**src/status_output_pkg.sv**
```systemverilog
// Package for the multi-function status output block: register map,
// reset values, function codes, timing constants and carrier structs.
// Assumes a single 10 MHz control clock and an APB register port.
package status_output_pkg;

	// Clock and torque-timer base.
	localparam int CLK_PERIOD_NS = 100;
	localparam int TORQUE_TICK_NS = 1000000;
	localparam int TORQUE_TICK_CYCLES = TORQUE_TICK_NS / CLK_PERIOD_NS;

	// Register byte offsets.
	localparam logic [7:0] OFS_FUNC_SEL0 = 8'h00;
	localparam logic [7:0] OFS_FUNC_SEL1 = 8'h04;
	localparam logic [7:0] OFS_FUNC_SEL2 = 8'h08;
	localparam logic [7:0] OFS_SPEED_LEVEL_A = 8'h0C;
	localparam logic [7:0] OFS_SPEED_WIDTH_A = 8'h10;
	localparam logic [7:0] OFS_SPEED_LEVEL_B = 8'h14;
	localparam logic [7:0] OFS_SPEED_WIDTH_B = 8'h18;
	localparam logic [7:0] OFS_TORQUE_LEVEL_1 = 8'h1C;
	localparam logic [7:0] OFS_TORQUE_TIME_1 = 8'h20;
	localparam logic [7:0] OFS_TORQUE_LEVEL_2 = 8'h24;
	localparam logic [7:0] OFS_TORQUE_TIME_2 = 8'h28;
	localparam logic [7:0] OFS_CONFIG = 8'h2C;
	localparam logic [7:0] OFS_UNDERVOLT = 8'h30;
	localparam logic [7:0] OFS_PASSTHRU = 8'h34;
	localparam logic [7:0] OFS_STATUS = 8'h38;

	// Field positions in the configuration register.
	localparam int CFG_TORQUE1_UNDER = 0;
	localparam int CFG_TORQUE2_UNDER = 1;
	localparam int CFG_PROG_RUN_SEL = 2;
	localparam int CFG_SAFE_READY_SEL = 3;

	// Function codes; bit 8 selects the inverted terminal level.
	localparam int INVERT_BIT = 8;
	localparam logic [7:0] FN_SPEED_DET_A = 8'h05;
	localparam logic [7:0] FN_READY = 8'h06;
	localparam logic [7:0] FN_UNDERVOLT = 8'h07;
	localparam logic [7:0] FN_INHIBIT = 8'h08;
	localparam logic [7:0] FN_TORQUE_1 = 8'h0B;
	localparam logic [7:0] FN_FAULT = 8'h0E;
	localparam logic [7:0] FN_PASSTHRU = 8'h0F;
	localparam logic [7:0] FN_MINOR = 8'h10;
	localparam logic [7:0] FN_RESET_TRY = 8'h11;
	localparam logic [7:0] FN_TIMER = 8'h12;
	localparam logic [7:0] FN_AGREE_B = 8'h13;
	localparam logic [7:0] FN_BAND_B = 8'h14;
	localparam logic [7:0] FN_DET_B_OPEN = 8'h15;
	localparam logic [7:0] FN_DET_B = 8'h16;
	localparam logic [7:0] FN_TORQUE_2 = 8'h18;

	// Reset values.
	localparam logic [8:0] FUNC_SEL0_RST = 9'h00E;
	localparam logic [8:0] FUNC_SEL1_RST = 9'h006;
	localparam logic [8:0] FUNC_SEL2_RST = 9'h050;
	localparam logic [15:0] PARAM_RST = 16'h0000;
	localparam logic [3:0] CONFIG_RST = 4'h0;
	localparam logic [2:0] PASSTHRU_RST = 3'h0;

	// Fault codes of the two control-processor faults.
	localparam logic [7:0] CONTROL_FAULT_A = 8'h00;
	localparam logic [7:0] CONTROL_FAULT_B = 8'h01;

	// Internal conditions that a terminal may select.
	typedef struct packed {
		logic det_a;
		logic ready;
		logic undervolt;
		logic inhibit;
		logic torque1;
		logic torque2;
		logic fault;
		logic minor;
		logic reset_try;
		logic timer;
		logic agree_b;
		logic band_b;
		logic det_b_closed;
		logic det_b;
	} cond_s;

	// Software-written detection settings.
	typedef struct packed {
		logic [15:0] speed_level_a;
		logic [15:0] speed_width_a;
		logic [15:0] speed_level_b;
		logic [15:0] speed_width_b;
		logic [15:0] torque_level_1;
		logic [15:0] torque_time_1;
		logic [15:0] torque_level_2;
		logic [15:0] torque_time_2;
		logic [15:0] undervolt_trip_level;
		logic [3:0] config_bits;
	} cfg_s;

endpackage

```
**src/status_output_select.sv**
```systemverilog
// Multi-function status outputs of a motor drive: three terminals, each
// driven by a selectable internal condition, with settings over APB.
// Assumes all condition inputs are synchronous to pclk.
//
// Overview of operation
// RULE_01: Code 5: speed magnitude detection with hysteresis.
// RULE_02: Magnitude detection identical in both directions.
// RULE_03: Ready only when drive can run motor.
// RULE_04: Safe disable open blocks ready when selected.
// RULE_05: Travel commands ignored while not ready.
// RULE_06: Code 7: undervoltage or bus circuit fault.
// RULE_07: Code 8: output stage inhibited.
// RULE_08: Code B: torque beyond level one, timed.
// RULE_09: Code 18: torque beyond level two, timed.
// RULE_10: Code E: fault, except control-processor faults.
// RULE_11: Code F: terminal follows software pass-through bit.
// RULE_12: Code 10: minor fault present.
// RULE_13: Code 11: fault reset being attempted.
// RULE_14: Code 12: delay timer output.
// RULE_15: Code 13: speed within width of reference.
// RULE_16: Code 14: speed and reference in signed band.
// RULE_17: Code 15: opens above band, recloses below level.
// RULE_18: Code 16: signed speed detection with hysteresis.
// RULE_19: Codes plus one hundred invert terminal level.
// RULE_20: Evaluate every cycle; terminals low in reset.
`timescale 1ns/1ps
`default_nettype none

module status_output_select
	import status_output_pkg::*;
#(
	parameter int TICK_CYCLES = TORQUE_TICK_CYCLES
) (
	input wire logic pclk,
	input wire logic presetn,
	input wire logic psel,
	input wire logic penable,
	input wire logic pwrite,
	input wire logic [7:0] paddr,
	input wire logic [31:0] pwdata,
	output logic [31:0] prdata,
	output logic pready,
	output logic pslverr,
	input wire logic signed [15:0] speed,
	input wire logic signed [15:0] speed_ref,
	input wire logic [15:0] torque,
	input wire logic [15:0] dc_bus_voltage,
	input wire logic [15:0] control_supply_voltage,
	input wire logic dc_bus_fault,
	input wire logic fault_active,
	input wire logic [7:0] fault_code,
	input wire logic supply_failure,
	input wire logic param_error,
	input wire logic overvoltage,
	input wire logic motor_stopped,
	input wire logic param_editing,
	input wire logic [1:0] safe_disable_open,
	input wire logic output_inhibited,
	input wire logic minor_fault,
	input wire logic [2:0] reset_attempt,
	input wire logic timer_output,
	input wire logic up_cmd,
	input wire logic down_cmd,
	output logic [2:0] terminal,
	output logic drive_ready,
	output logic up_accept,
	output logic down_accept
);

	// Sign-extends a signed speed to the comparison width.
	function automatic logic signed [17:0] sext(input logic signed [15:0] v);
		sext = {{2{v[15]}}, v};
	endfunction
	// Zero-extends an unsigned setting to the comparison width.
	function automatic logic signed [17:0] zext(input logic [15:0] v);
		zext = {2'b00, v};
	endfunction
	// True when x lies within centre plus or minus width.
	function automatic logic in_band(input logic signed [15:0] x, input logic signed [15:0] c,
			input logic [15:0] w);
		logic signed [17:0] d;
		d = sext(x) - sext(c);
		in_band = (d <= zext(w)) && (d >= -zext(w));
	endfunction
	// Maps a function code onto the selected condition and applies inversion.
	function automatic logic select_level(input logic [8:0] code, input cond_s c, input logic pass);
		logic lvl;
		lvl = 1'b0;
		unique case (code[7:0])
			FN_SPEED_DET_A: lvl = c.det_a;
			FN_READY: lvl = c.ready;
			FN_UNDERVOLT: lvl = c.undervolt;
			FN_INHIBIT: lvl = c.inhibit;
			FN_TORQUE_1: lvl = c.torque1;
			FN_FAULT: lvl = c.fault;
			FN_PASSTHRU: lvl = pass;
			FN_MINOR: lvl = c.minor;
			FN_RESET_TRY: lvl = c.reset_try;
			FN_TIMER: lvl = c.timer;
			FN_AGREE_B: lvl = c.agree_b;
			FN_BAND_B: lvl = c.band_b;
			FN_DET_B_OPEN: lvl = c.det_b_closed;
			FN_DET_B: lvl = c.det_b;
			FN_TORQUE_2: lvl = c.torque2;
			default: lvl = 1'b0;
		endcase
		// RULE_19 inverse output
		select_level = lvl ^ code[INVERT_BIT];
	endfunction

	logic [8:0] func_sel [3];
	cfg_s cfg;
	logic [2:0] passthru;
	cond_s cond;
	logic det_a;
	logic det_b;
	logic det_b_open;
	logic next_det_a;
	logic next_det_b;
	logic next_det_b_open;
	logic [13:0] tick_cnt;
	logic tick;
	logic [15:0] torque_cnt [2];
	logic [1:0] torque_beyond;
	logic [1:0] torque_det;
	logic [16:0] speed_mag;
	logic [2:0] next_terminal;
	logic setup;
	logic access;

	assign setup = psel && !penable;
	assign access = psel && penable && pready;

	// Register reads; unmapped addresses answer zero with an error flag.
	function automatic logic [32:0] read_reg(input logic [7:0] a);
		read_reg = '0;
		unique case (a)
			OFS_FUNC_SEL0: read_reg[8:0] = func_sel[0];
			OFS_FUNC_SEL1: read_reg[8:0] = func_sel[1];
			OFS_FUNC_SEL2: read_reg[8:0] = func_sel[2];
			OFS_SPEED_LEVEL_A: read_reg[15:0] = cfg.speed_level_a;
			OFS_SPEED_WIDTH_A: read_reg[15:0] = cfg.speed_width_a;
			OFS_SPEED_LEVEL_B: read_reg[15:0] = cfg.speed_level_b;
			OFS_SPEED_WIDTH_B: read_reg[15:0] = cfg.speed_width_b;
			OFS_TORQUE_LEVEL_1: read_reg[15:0] = cfg.torque_level_1;
			OFS_TORQUE_TIME_1: read_reg[15:0] = cfg.torque_time_1;
			OFS_TORQUE_LEVEL_2: read_reg[15:0] = cfg.torque_level_2;
			OFS_TORQUE_TIME_2: read_reg[15:0] = cfg.torque_time_2;
			OFS_CONFIG: read_reg[3:0] = cfg.config_bits;
			OFS_UNDERVOLT: read_reg[15:0] = cfg.undervolt_trip_level;
			OFS_PASSTHRU: read_reg[2:0] = passthru;
			OFS_STATUS: read_reg[17:0] = {cond, drive_ready, terminal};
			default: read_reg[32] = 1'b1;
		endcase
	endfunction

	// Decoded read word; a process rather than an assign so that it follows the register contents.
	logic [32:0] rd_word;
	always_comb rd_word = read_reg(paddr);

	// APB answer: registered in the setup cycle, so access ends with no wait.
	always_ff @(posedge pclk or negedge presetn) begin
		if (!presetn) begin
			pready <= 1'b0;
			prdata <= 32'h0000_0000;
			pslverr <= 1'b0;
		end else begin
			pready <= setup;
			prdata <= (setup && !pwrite) ? rd_word[31:0] : 32'h0000_0000;
			pslverr <= setup && rd_word[32];
		end
	end

	// Register writes take effect at the completing access edge only.
	always_ff @(posedge pclk or negedge presetn) begin
		if (!presetn) begin
			func_sel[0] <= FUNC_SEL0_RST;
			func_sel[1] <= FUNC_SEL1_RST;
			func_sel[2] <= FUNC_SEL2_RST;
			cfg <= '{speed_level_a: PARAM_RST, speed_width_a: PARAM_RST, speed_level_b: PARAM_RST,
				speed_width_b: PARAM_RST, torque_level_1: PARAM_RST, torque_time_1: PARAM_RST,
				torque_level_2: PARAM_RST, torque_time_2: PARAM_RST,
				undervolt_trip_level: PARAM_RST, config_bits: CONFIG_RST};
			passthru <= PASSTHRU_RST;
		end else if (access && pwrite) begin
			unique case (paddr)
				OFS_FUNC_SEL0: func_sel[0] <= pwdata[8:0];
				OFS_FUNC_SEL1: func_sel[1] <= pwdata[8:0];
				OFS_FUNC_SEL2: func_sel[2] <= pwdata[8:0];
				OFS_SPEED_LEVEL_A: cfg.speed_level_a <= pwdata[15:0];
				OFS_SPEED_WIDTH_A: cfg.speed_width_a <= pwdata[15:0];
				OFS_SPEED_LEVEL_B: cfg.speed_level_b <= pwdata[15:0];
				OFS_SPEED_WIDTH_B: cfg.speed_width_b <= pwdata[15:0];
				OFS_TORQUE_LEVEL_1: cfg.torque_level_1 <= pwdata[15:0];
				OFS_TORQUE_TIME_1: cfg.torque_time_1 <= pwdata[15:0];
				OFS_TORQUE_LEVEL_2: cfg.torque_level_2 <= pwdata[15:0];
				OFS_TORQUE_TIME_2: cfg.torque_time_2 <= pwdata[15:0];
				OFS_CONFIG: cfg.config_bits <= pwdata[3:0];
				OFS_UNDERVOLT: cfg.undervolt_trip_level <= pwdata[15:0];
				// RULE_11 software pass-through
				OFS_PASSTHRU: passthru <= pwdata[2:0];
				default: ;
			endcase
		end
	end

	// Speed magnitude, so the unsigned detection ignores travel direction.
	// RULE_02 direction-free magnitude
	assign speed_mag = speed[15] ? 17'(-sext(speed)) : {1'b0, speed};

	// Next hysteresis states; the set edge wins over the release edge.
	always_comb begin
		// RULE_01 magnitude hysteresis
		next_det_a = det_a;
		if ({1'b0, speed_mag} > zext(cfg.speed_level_a)) begin
			next_det_a = 1'b1;
		end else if ($signed({1'b0, speed_mag}) < zext(cfg.speed_level_a) - zext(cfg.speed_width_a)) begin
			next_det_a = 1'b0;
		end
		// RULE_18 signed hysteresis
		next_det_b = det_b;
		if (sext(speed) > sext(cfg.speed_level_b)) begin
			next_det_b = 1'b1;
		end else if (sext(speed) < sext(cfg.speed_level_b) - zext(cfg.speed_width_b)) begin
			next_det_b = 1'b0;
		end
		// RULE_17 open above band
		next_det_b_open = det_b_open;
		if (sext(speed) > sext(cfg.speed_level_b) + zext(cfg.speed_width_b)) begin
			next_det_b_open = 1'b1;
		end else if (sext(speed) < sext(cfg.speed_level_b)) begin
			next_det_b_open = 1'b0;
		end
	end

	// Hysteresis state registers.
	always_ff @(posedge pclk or negedge presetn) begin
		if (!presetn) begin
			det_a <= 1'b0;
			det_b <= 1'b0;
			det_b_open <= 1'b0;
		end else begin
			det_a <= next_det_a;
			det_b <= next_det_b;
			det_b_open <= next_det_b_open;
		end
	end

	// Millisecond tick for the torque timers; a parameter lets simulation shorten it.
	always_ff @(posedge pclk or negedge presetn) begin
		if (!presetn) begin
			tick_cnt <= 14'h0000;
			tick <= 1'b0;
		end else if (tick_cnt >= 14'(TICK_CYCLES - 1)) begin
			tick_cnt <= 14'h0000;
			tick <= 1'b1;
		end else begin
			tick_cnt <= tick_cnt + 14'h0001;
			tick <= 1'b0;
		end
	end

	// Torque is beyond its level: above for over-detection, below for under.
	assign torque_beyond[0] = cfg.config_bits[CFG_TORQUE1_UNDER] ? (torque < cfg.torque_level_1)
		: (torque > cfg.torque_level_1);
	assign torque_beyond[1] = cfg.config_bits[CFG_TORQUE2_UNDER] ? (torque < cfg.torque_level_2)
		: (torque > cfg.torque_level_2);
	// RULE_08 timed level one
	assign torque_det[0] = torque_beyond[0] && (torque_cnt[0] > cfg.torque_time_1);
	// RULE_09 timed level two
	assign torque_det[1] = torque_beyond[1] && (torque_cnt[1] > cfg.torque_time_2);

	// Duration counters restart whenever torque returns inside its level.
	always_ff @(posedge pclk or negedge presetn) begin
		if (!presetn) begin
			torque_cnt[0] <= 16'h0000;
			torque_cnt[1] <= 16'h0000;
		end else begin
			for (int i = 0; i < 2; i++) begin
				if (!torque_beyond[i]) begin
					torque_cnt[i] <= 16'h0000;
				end else if (tick && torque_cnt[i] != 16'hFFFF) begin
					torque_cnt[i] <= torque_cnt[i] + 16'h0001;
				end
			end
		end
	end

	// Condition vector from the current inputs and the next hysteresis states.
	always_comb begin
		cond.det_a = next_det_a;
		// RULE_06 undervoltage and bus fault
		cond.undervolt = (dc_bus_voltage < cfg.undervolt_trip_level)
			|| (control_supply_voltage < cfg.undervolt_trip_level) || dc_bus_fault;
		// RULE_03 ready blockers
		cond.ready = !fault_active && !supply_failure && !param_error
			&& !(motor_stopped && (overvoltage || cond.undervolt))
			&& !(param_editing && !cfg.config_bits[CFG_PROG_RUN_SEL])
			// RULE_04 safe disable blocks ready
			&& !(!cfg.config_bits[CFG_SAFE_READY_SEL] && (|safe_disable_open));
		// RULE_07 inhibited output stage
		cond.inhibit = output_inhibited;
		cond.torque1 = torque_det[0];
		cond.torque2 = torque_det[1];
		// RULE_10 control faults excluded
		cond.fault = fault_active && fault_code != CONTROL_FAULT_A && fault_code != CONTROL_FAULT_B;
		// RULE_12 minor fault present
		cond.minor = minor_fault;
		// RULE_13 any reset source
		cond.reset_try = |reset_attempt;
		// RULE_14 delay timer
		cond.timer = timer_output;
		// RULE_15 agreement with reference
		cond.agree_b = in_band(speed, speed_ref, cfg.speed_width_b);
		// RULE_16 signed band, both
		cond.band_b = in_band(speed, cfg.speed_level_b, cfg.speed_width_b)
			&& in_band(speed_ref, cfg.speed_level_b, cfg.speed_width_b);
		cond.det_b_closed = !next_det_b_open;
		cond.det_b = next_det_b;
	end

	// Per-terminal selection, evaluated every cycle.
	always_comb begin
		for (int i = 0; i < 3; i++) begin
			next_terminal[i] = select_level(func_sel[i], cond, passthru[i]);
		end
	end

	// RULE_20 terminals low in reset
	always_ff @(posedge pclk or negedge presetn) begin
		if (!presetn) begin
			terminal <= 3'h0;
			drive_ready <= 1'b0;
		end else begin
			terminal <= next_terminal;
			drive_ready <= cond.ready;
		end
	end

	// Travel commands pass only while ready; a blocked command is dropped, not held.
	always_ff @(posedge pclk or negedge presetn) begin
		if (!presetn) begin
			up_accept <= 1'b0;
			down_accept <= 1'b0;
		end else begin
			// RULE_05 commands gated by ready
			up_accept <= up_cmd && cond.ready;
			down_accept <= down_cmd && cond.ready;
		end
	end
endmodule // status_output_select

`default_nettype wire

```
**config.mk**
```make
export PLATFORM = sky130hd
export DESIGN_NAME = status_output_select
export DESIGN_NICKNAME = d
export VERILOG_FILES = /design/src/status_output_pkg.sv /design/src/status_output_select.sv
export SDC_FILE = /design/constraint.sdc
export NUM_CORES = 1
export LEC_CHECK = 0
export BUFFER_PORTS_ARGS = -buffer_cell sky130_fd_sc_hd__buf_2
export CAP_MARGIN = 10
export CORE_MARGIN = 10
export CORE_UTILIZATION = 27
export CTS_BUF_LIST = sky130_fd_sc_hd__clkbuf_4
export CTS_CLUSTER_DIAMETER = 200
export DETAILED_ROUTE_END_ITERATION = 7
export MAX_ROUTING_LAYER = met4
export SYNTH_ARGS = -nofsm -noshare
export SYNTH_HDL_FRONTEND = slang
export SYNTH_SLANG_ARGS = --single-unit
```
**constraint.sdc**
```tcl
create_clock -name pclk -period 9.85 [get_ports pclk]
set_input_delay 0.985 -clock pclk [delete_from_list [all_inputs] [get_ports pclk]]
set_output_delay 0.985 -clock pclk [all_outputs]
set_load 0.005 [all_outputs]
```
==> results.md <==
* Antenna violations before repair at 9
* Gp weighted congestion at 0.941
* Die Height at 310 um
* Postcts setup bufs at 0
* Fin nets at 3178
* LEAKAGE at 11.5 nW
* Syn Inst Count at 2471
* Mapped cell area at 22800 sq um
* CTS Buffer Depth at 3
* Post-synth cell types at 91
* Setup violations, final at 0
* Core area at 83600 sq um
* Worst vdd ir at 0.0673 mV
* Max Cap Viol at 0
* Worst slack, placed at 3.85 ns
* Worst-margin pin slew at 1.00 ns
* Met3 Track Usage GR at 0.0285
* Number of hold buffers added after CTS at 0
* Crit path max-delay family: compound AO/OA/AOI/OAI gates
* CTS tree: built
* Crit Path Max Fanout at 8
* Worst Hold Class: in -> async
* Port buffer count at 158
* Synth top cells by count: ha_1 (360), dfrtp_1 (247), inv_1 (223), mux2_2 (180), a21oi_1 (157)
* Reg2reg end: terminal[1]
* Fmax achieved at 167 MHz
* CP Data Required Time at 10.44 ns
* Final HPWL DP at 60600 um
* GRT overflow at 0
* R2R Setup Slk at 3.85 ns
* CP peak stage delay at 0.59 ns
* Setup WS post-layout at 3.85 ns
* Gr usage total at 0.158
* Htree depth at 3
* Hold Vio Cnt, Final at 0
* Drt first-iter violations at 1590
* Fillers at 8900
* Yosys top cell by area: dfrtp_1
* Root buf cell: clkbuf_4
* Vias per cell at 5.23
* Fin crit share at 0.610
* I/O pin count at 190
* Initial Utilization at 0.272
* Overall Power at 2.47 mW
* Register area share after synthesis at 0.280
* Number of flops mapped to enable cells by yosys at 0
* Synth-to-layout area growth at 12.2%
* Rows at 106
* Buf/Inv on CP at 1
* Largest net degree at the start of global routing at 115
* Vias in the first global route at 19604
* Busiest grt layer: met2
* Final max-slew violation count at 0
* CTS Sinks at 254
* Share of cells above drive strength 1 at 0.186
* Clock Pin Slew Worst Setup and Hold Paths at 0.06 ns
* DRC violations left at 0
* Number of buffers created by CTS at 67
* Most used DFF post-synth: dfrtp_1
* DIE AREA at 96300 sq um
* Status: complete, no violations
* Cell Pwr Density at 96.9 nW/um^2
* RR Startpoint: cfg[85]
* First-pass GRT wire length at 114000 um
* Number of gates resized after cts at 0
* Unrepaired setup endpoints after global routing: no
* Tmin final at 6.00 ns
* CP dominant cell by count: a21oi_1
* Clock latency on the worst-skew pair at 0.74 ns
* Startpoint Class: register
* Synth top area cells: dfrtp_1 (27%), ha_1 (20%), mux2_2 (8.9%), inv_1 (3.7%), xnor2_1 (3.6%)
* Post-Route WL at 75300 um
* First-pass DRT Iterations at 8
* Clock skew at 0.0585 ns
* Routed len/inst at 19.9 um
* Share of the synthesized area in the top cell type at 0.272
* Met1 Use GR at 0.209
* Die width at 310 um
* TNS Setup at 0 ns
* Seq cells post-synth at 254
* Most frequent cell after synthesis: ha_1
* Slew HR at 0.331
* Async S/R FF share, synth at 1.00
* CP max stage cell: dfrtp_1
* Synth warn at 0
* Grt met2 use at 0.240
* Crit path kind: reg -> reg
* Worst Setup End Kind: register
* CP arrival at 6.60 ns
* Routed via count at 19820
* Syn Area/Cell at 9.21 sq um
* CP cell instances: inv_1 > ha_1 > nand2b_1 > a21oi_1 > o21ai_1 > a21oi_1 > a2111oi_0 > o41ai_1 > a21oi_1 > o21bai_1 > a21oi_1 > xnor2_1 > ha_1 > nand4_1 > nor3_1 > nand4_1 > nand3_1 > o21ai_0 > a31oi_1 > a311oi_1 > o211ai_1 > a211oi_2 > xnor2_1
* FF-to-FF path depth at 23
* Remaining antenna violation count at 0
stage by stage:
stage          utilization  hold slack (ns)  area [sq um]  instances
2_1_floorplan            -            0.425         22800       2484
3_3_place_gp         0.296            0.450         24800       3672
3_5_place_dp         0.296            0.447         24800       3672
4_1_cts              0.305            0.343         25500       3780
5_1_grt              0.306            0.397         25500       3789
6_report             0.306            0.351         25500       3790
layout by cell type, fill, tap and decap left out, types with 11 or more instances in the layout:
cell / synthesis / layout
clkinv_1: 0 / 16
buf_4: 14 / 16
nand3_1: 64 / 64
o21a_1: 27 / 27
a22o_1: 22 / 22
o21ai_1: 24 / 24
xnor2_1: 94 / 94
and3_1: 28 / 28
conb_1: 1 / 14
nor2_1: 153 / 153
a22oi_1: 32 / 32
mux2_2: 180 / 180
xor2_1: 42 / 42
a211oi_1: 20 / 20
nand4_1: 50 / 50
dfrtp_1: 247 / 247
nand2_1: 138 / 138
nor4_1: 11 / 11
o21ai_0: 78 / 78
clkbuf_4: 0 / 88
a21o_1: 48 / 48
inv_1: 223 / 223
buf_2: 3 / 157
or3_1: 21 / 21
a221oi_1: 33 / 33
nor2b_1: 36 / 36
ha_1: 360 / 360
o211ai_1: 13 / 13
a21oi_1: 157 / 157
nand2b_1: 35 / 35
a31oi_1: 24 / 24
nor3_1: 53 / 53
registers in the layout, indices dropped and copies added, names as in the netlist:
signal,count
det_b,1
tick,1
det_a,1
tick_cnt,14
torque_cnt,32
terminal,3
down_accept,1
pready,1
prdata,18
drive_ready,1
cfg,148
pslverr,1
up_accept,1
passthru,3
det_b_open,1
func_sel,27
cell families (layout without fill, tap and decap cells):
group,after synthesis,in the layout,synth area share
mux,183,183,0.0904
compound gates,591,591,0.179
buf+inv,289,506,0.0501
xor+xnor,136,136,0.0523
flops,254,254,0.280
fa+ha+maj,366,366,0.203
simple gates,651,651,0.145
other cells,1,23,0.000165
worst max-delay path by stage:
stage | from | to | slack, ns | cells after the start
2_1_floorplan | speed_ref[1] | terminal[1] | 4.91 | 22
3_3_place_gp | speed[0] | terminal[2] | 3.86 | 23
3_5_place_dp | speed[0] | terminal[2] | 3.85 | 23
4_1_cts | cfg[85] | terminal[1] | 3.95 | 23
5_1_grt | cfg[85] | terminal[0] | 3.47 | 22
6_report | cfg[85] | terminal[1] | 3.85 | 23
final cells by class:
cell class	instances	area, sq um	area share
clock buffer	87	653	0.0256
clock inverter	21	83.8	0.00328
multi-input combinational	1941	15300	0.599
inverter	223	837	0.0328
sequential	254	6360	0.249
antenna	9	22.5	0.000882
timing repair buffer	175	928	0.0364
tap	1080	1350	0.0529
per-layer routing:
layer / vias to the layer above / routed length, um
li1: 9489 / -
met1: 9500 / 34500
met2: 707 / 32900
met3: 124 / 5480
met4: 0 / 2390
met5: - / 0
power breakdown:
part	total [mW]	internal, mW	switching (mW)
registers	1.06	1.05	0.00705
logic	0.566	0.227	0.339
clock network	0.853	0.410	0.443
Note: power is estimated with default switching activity, not from simulation.
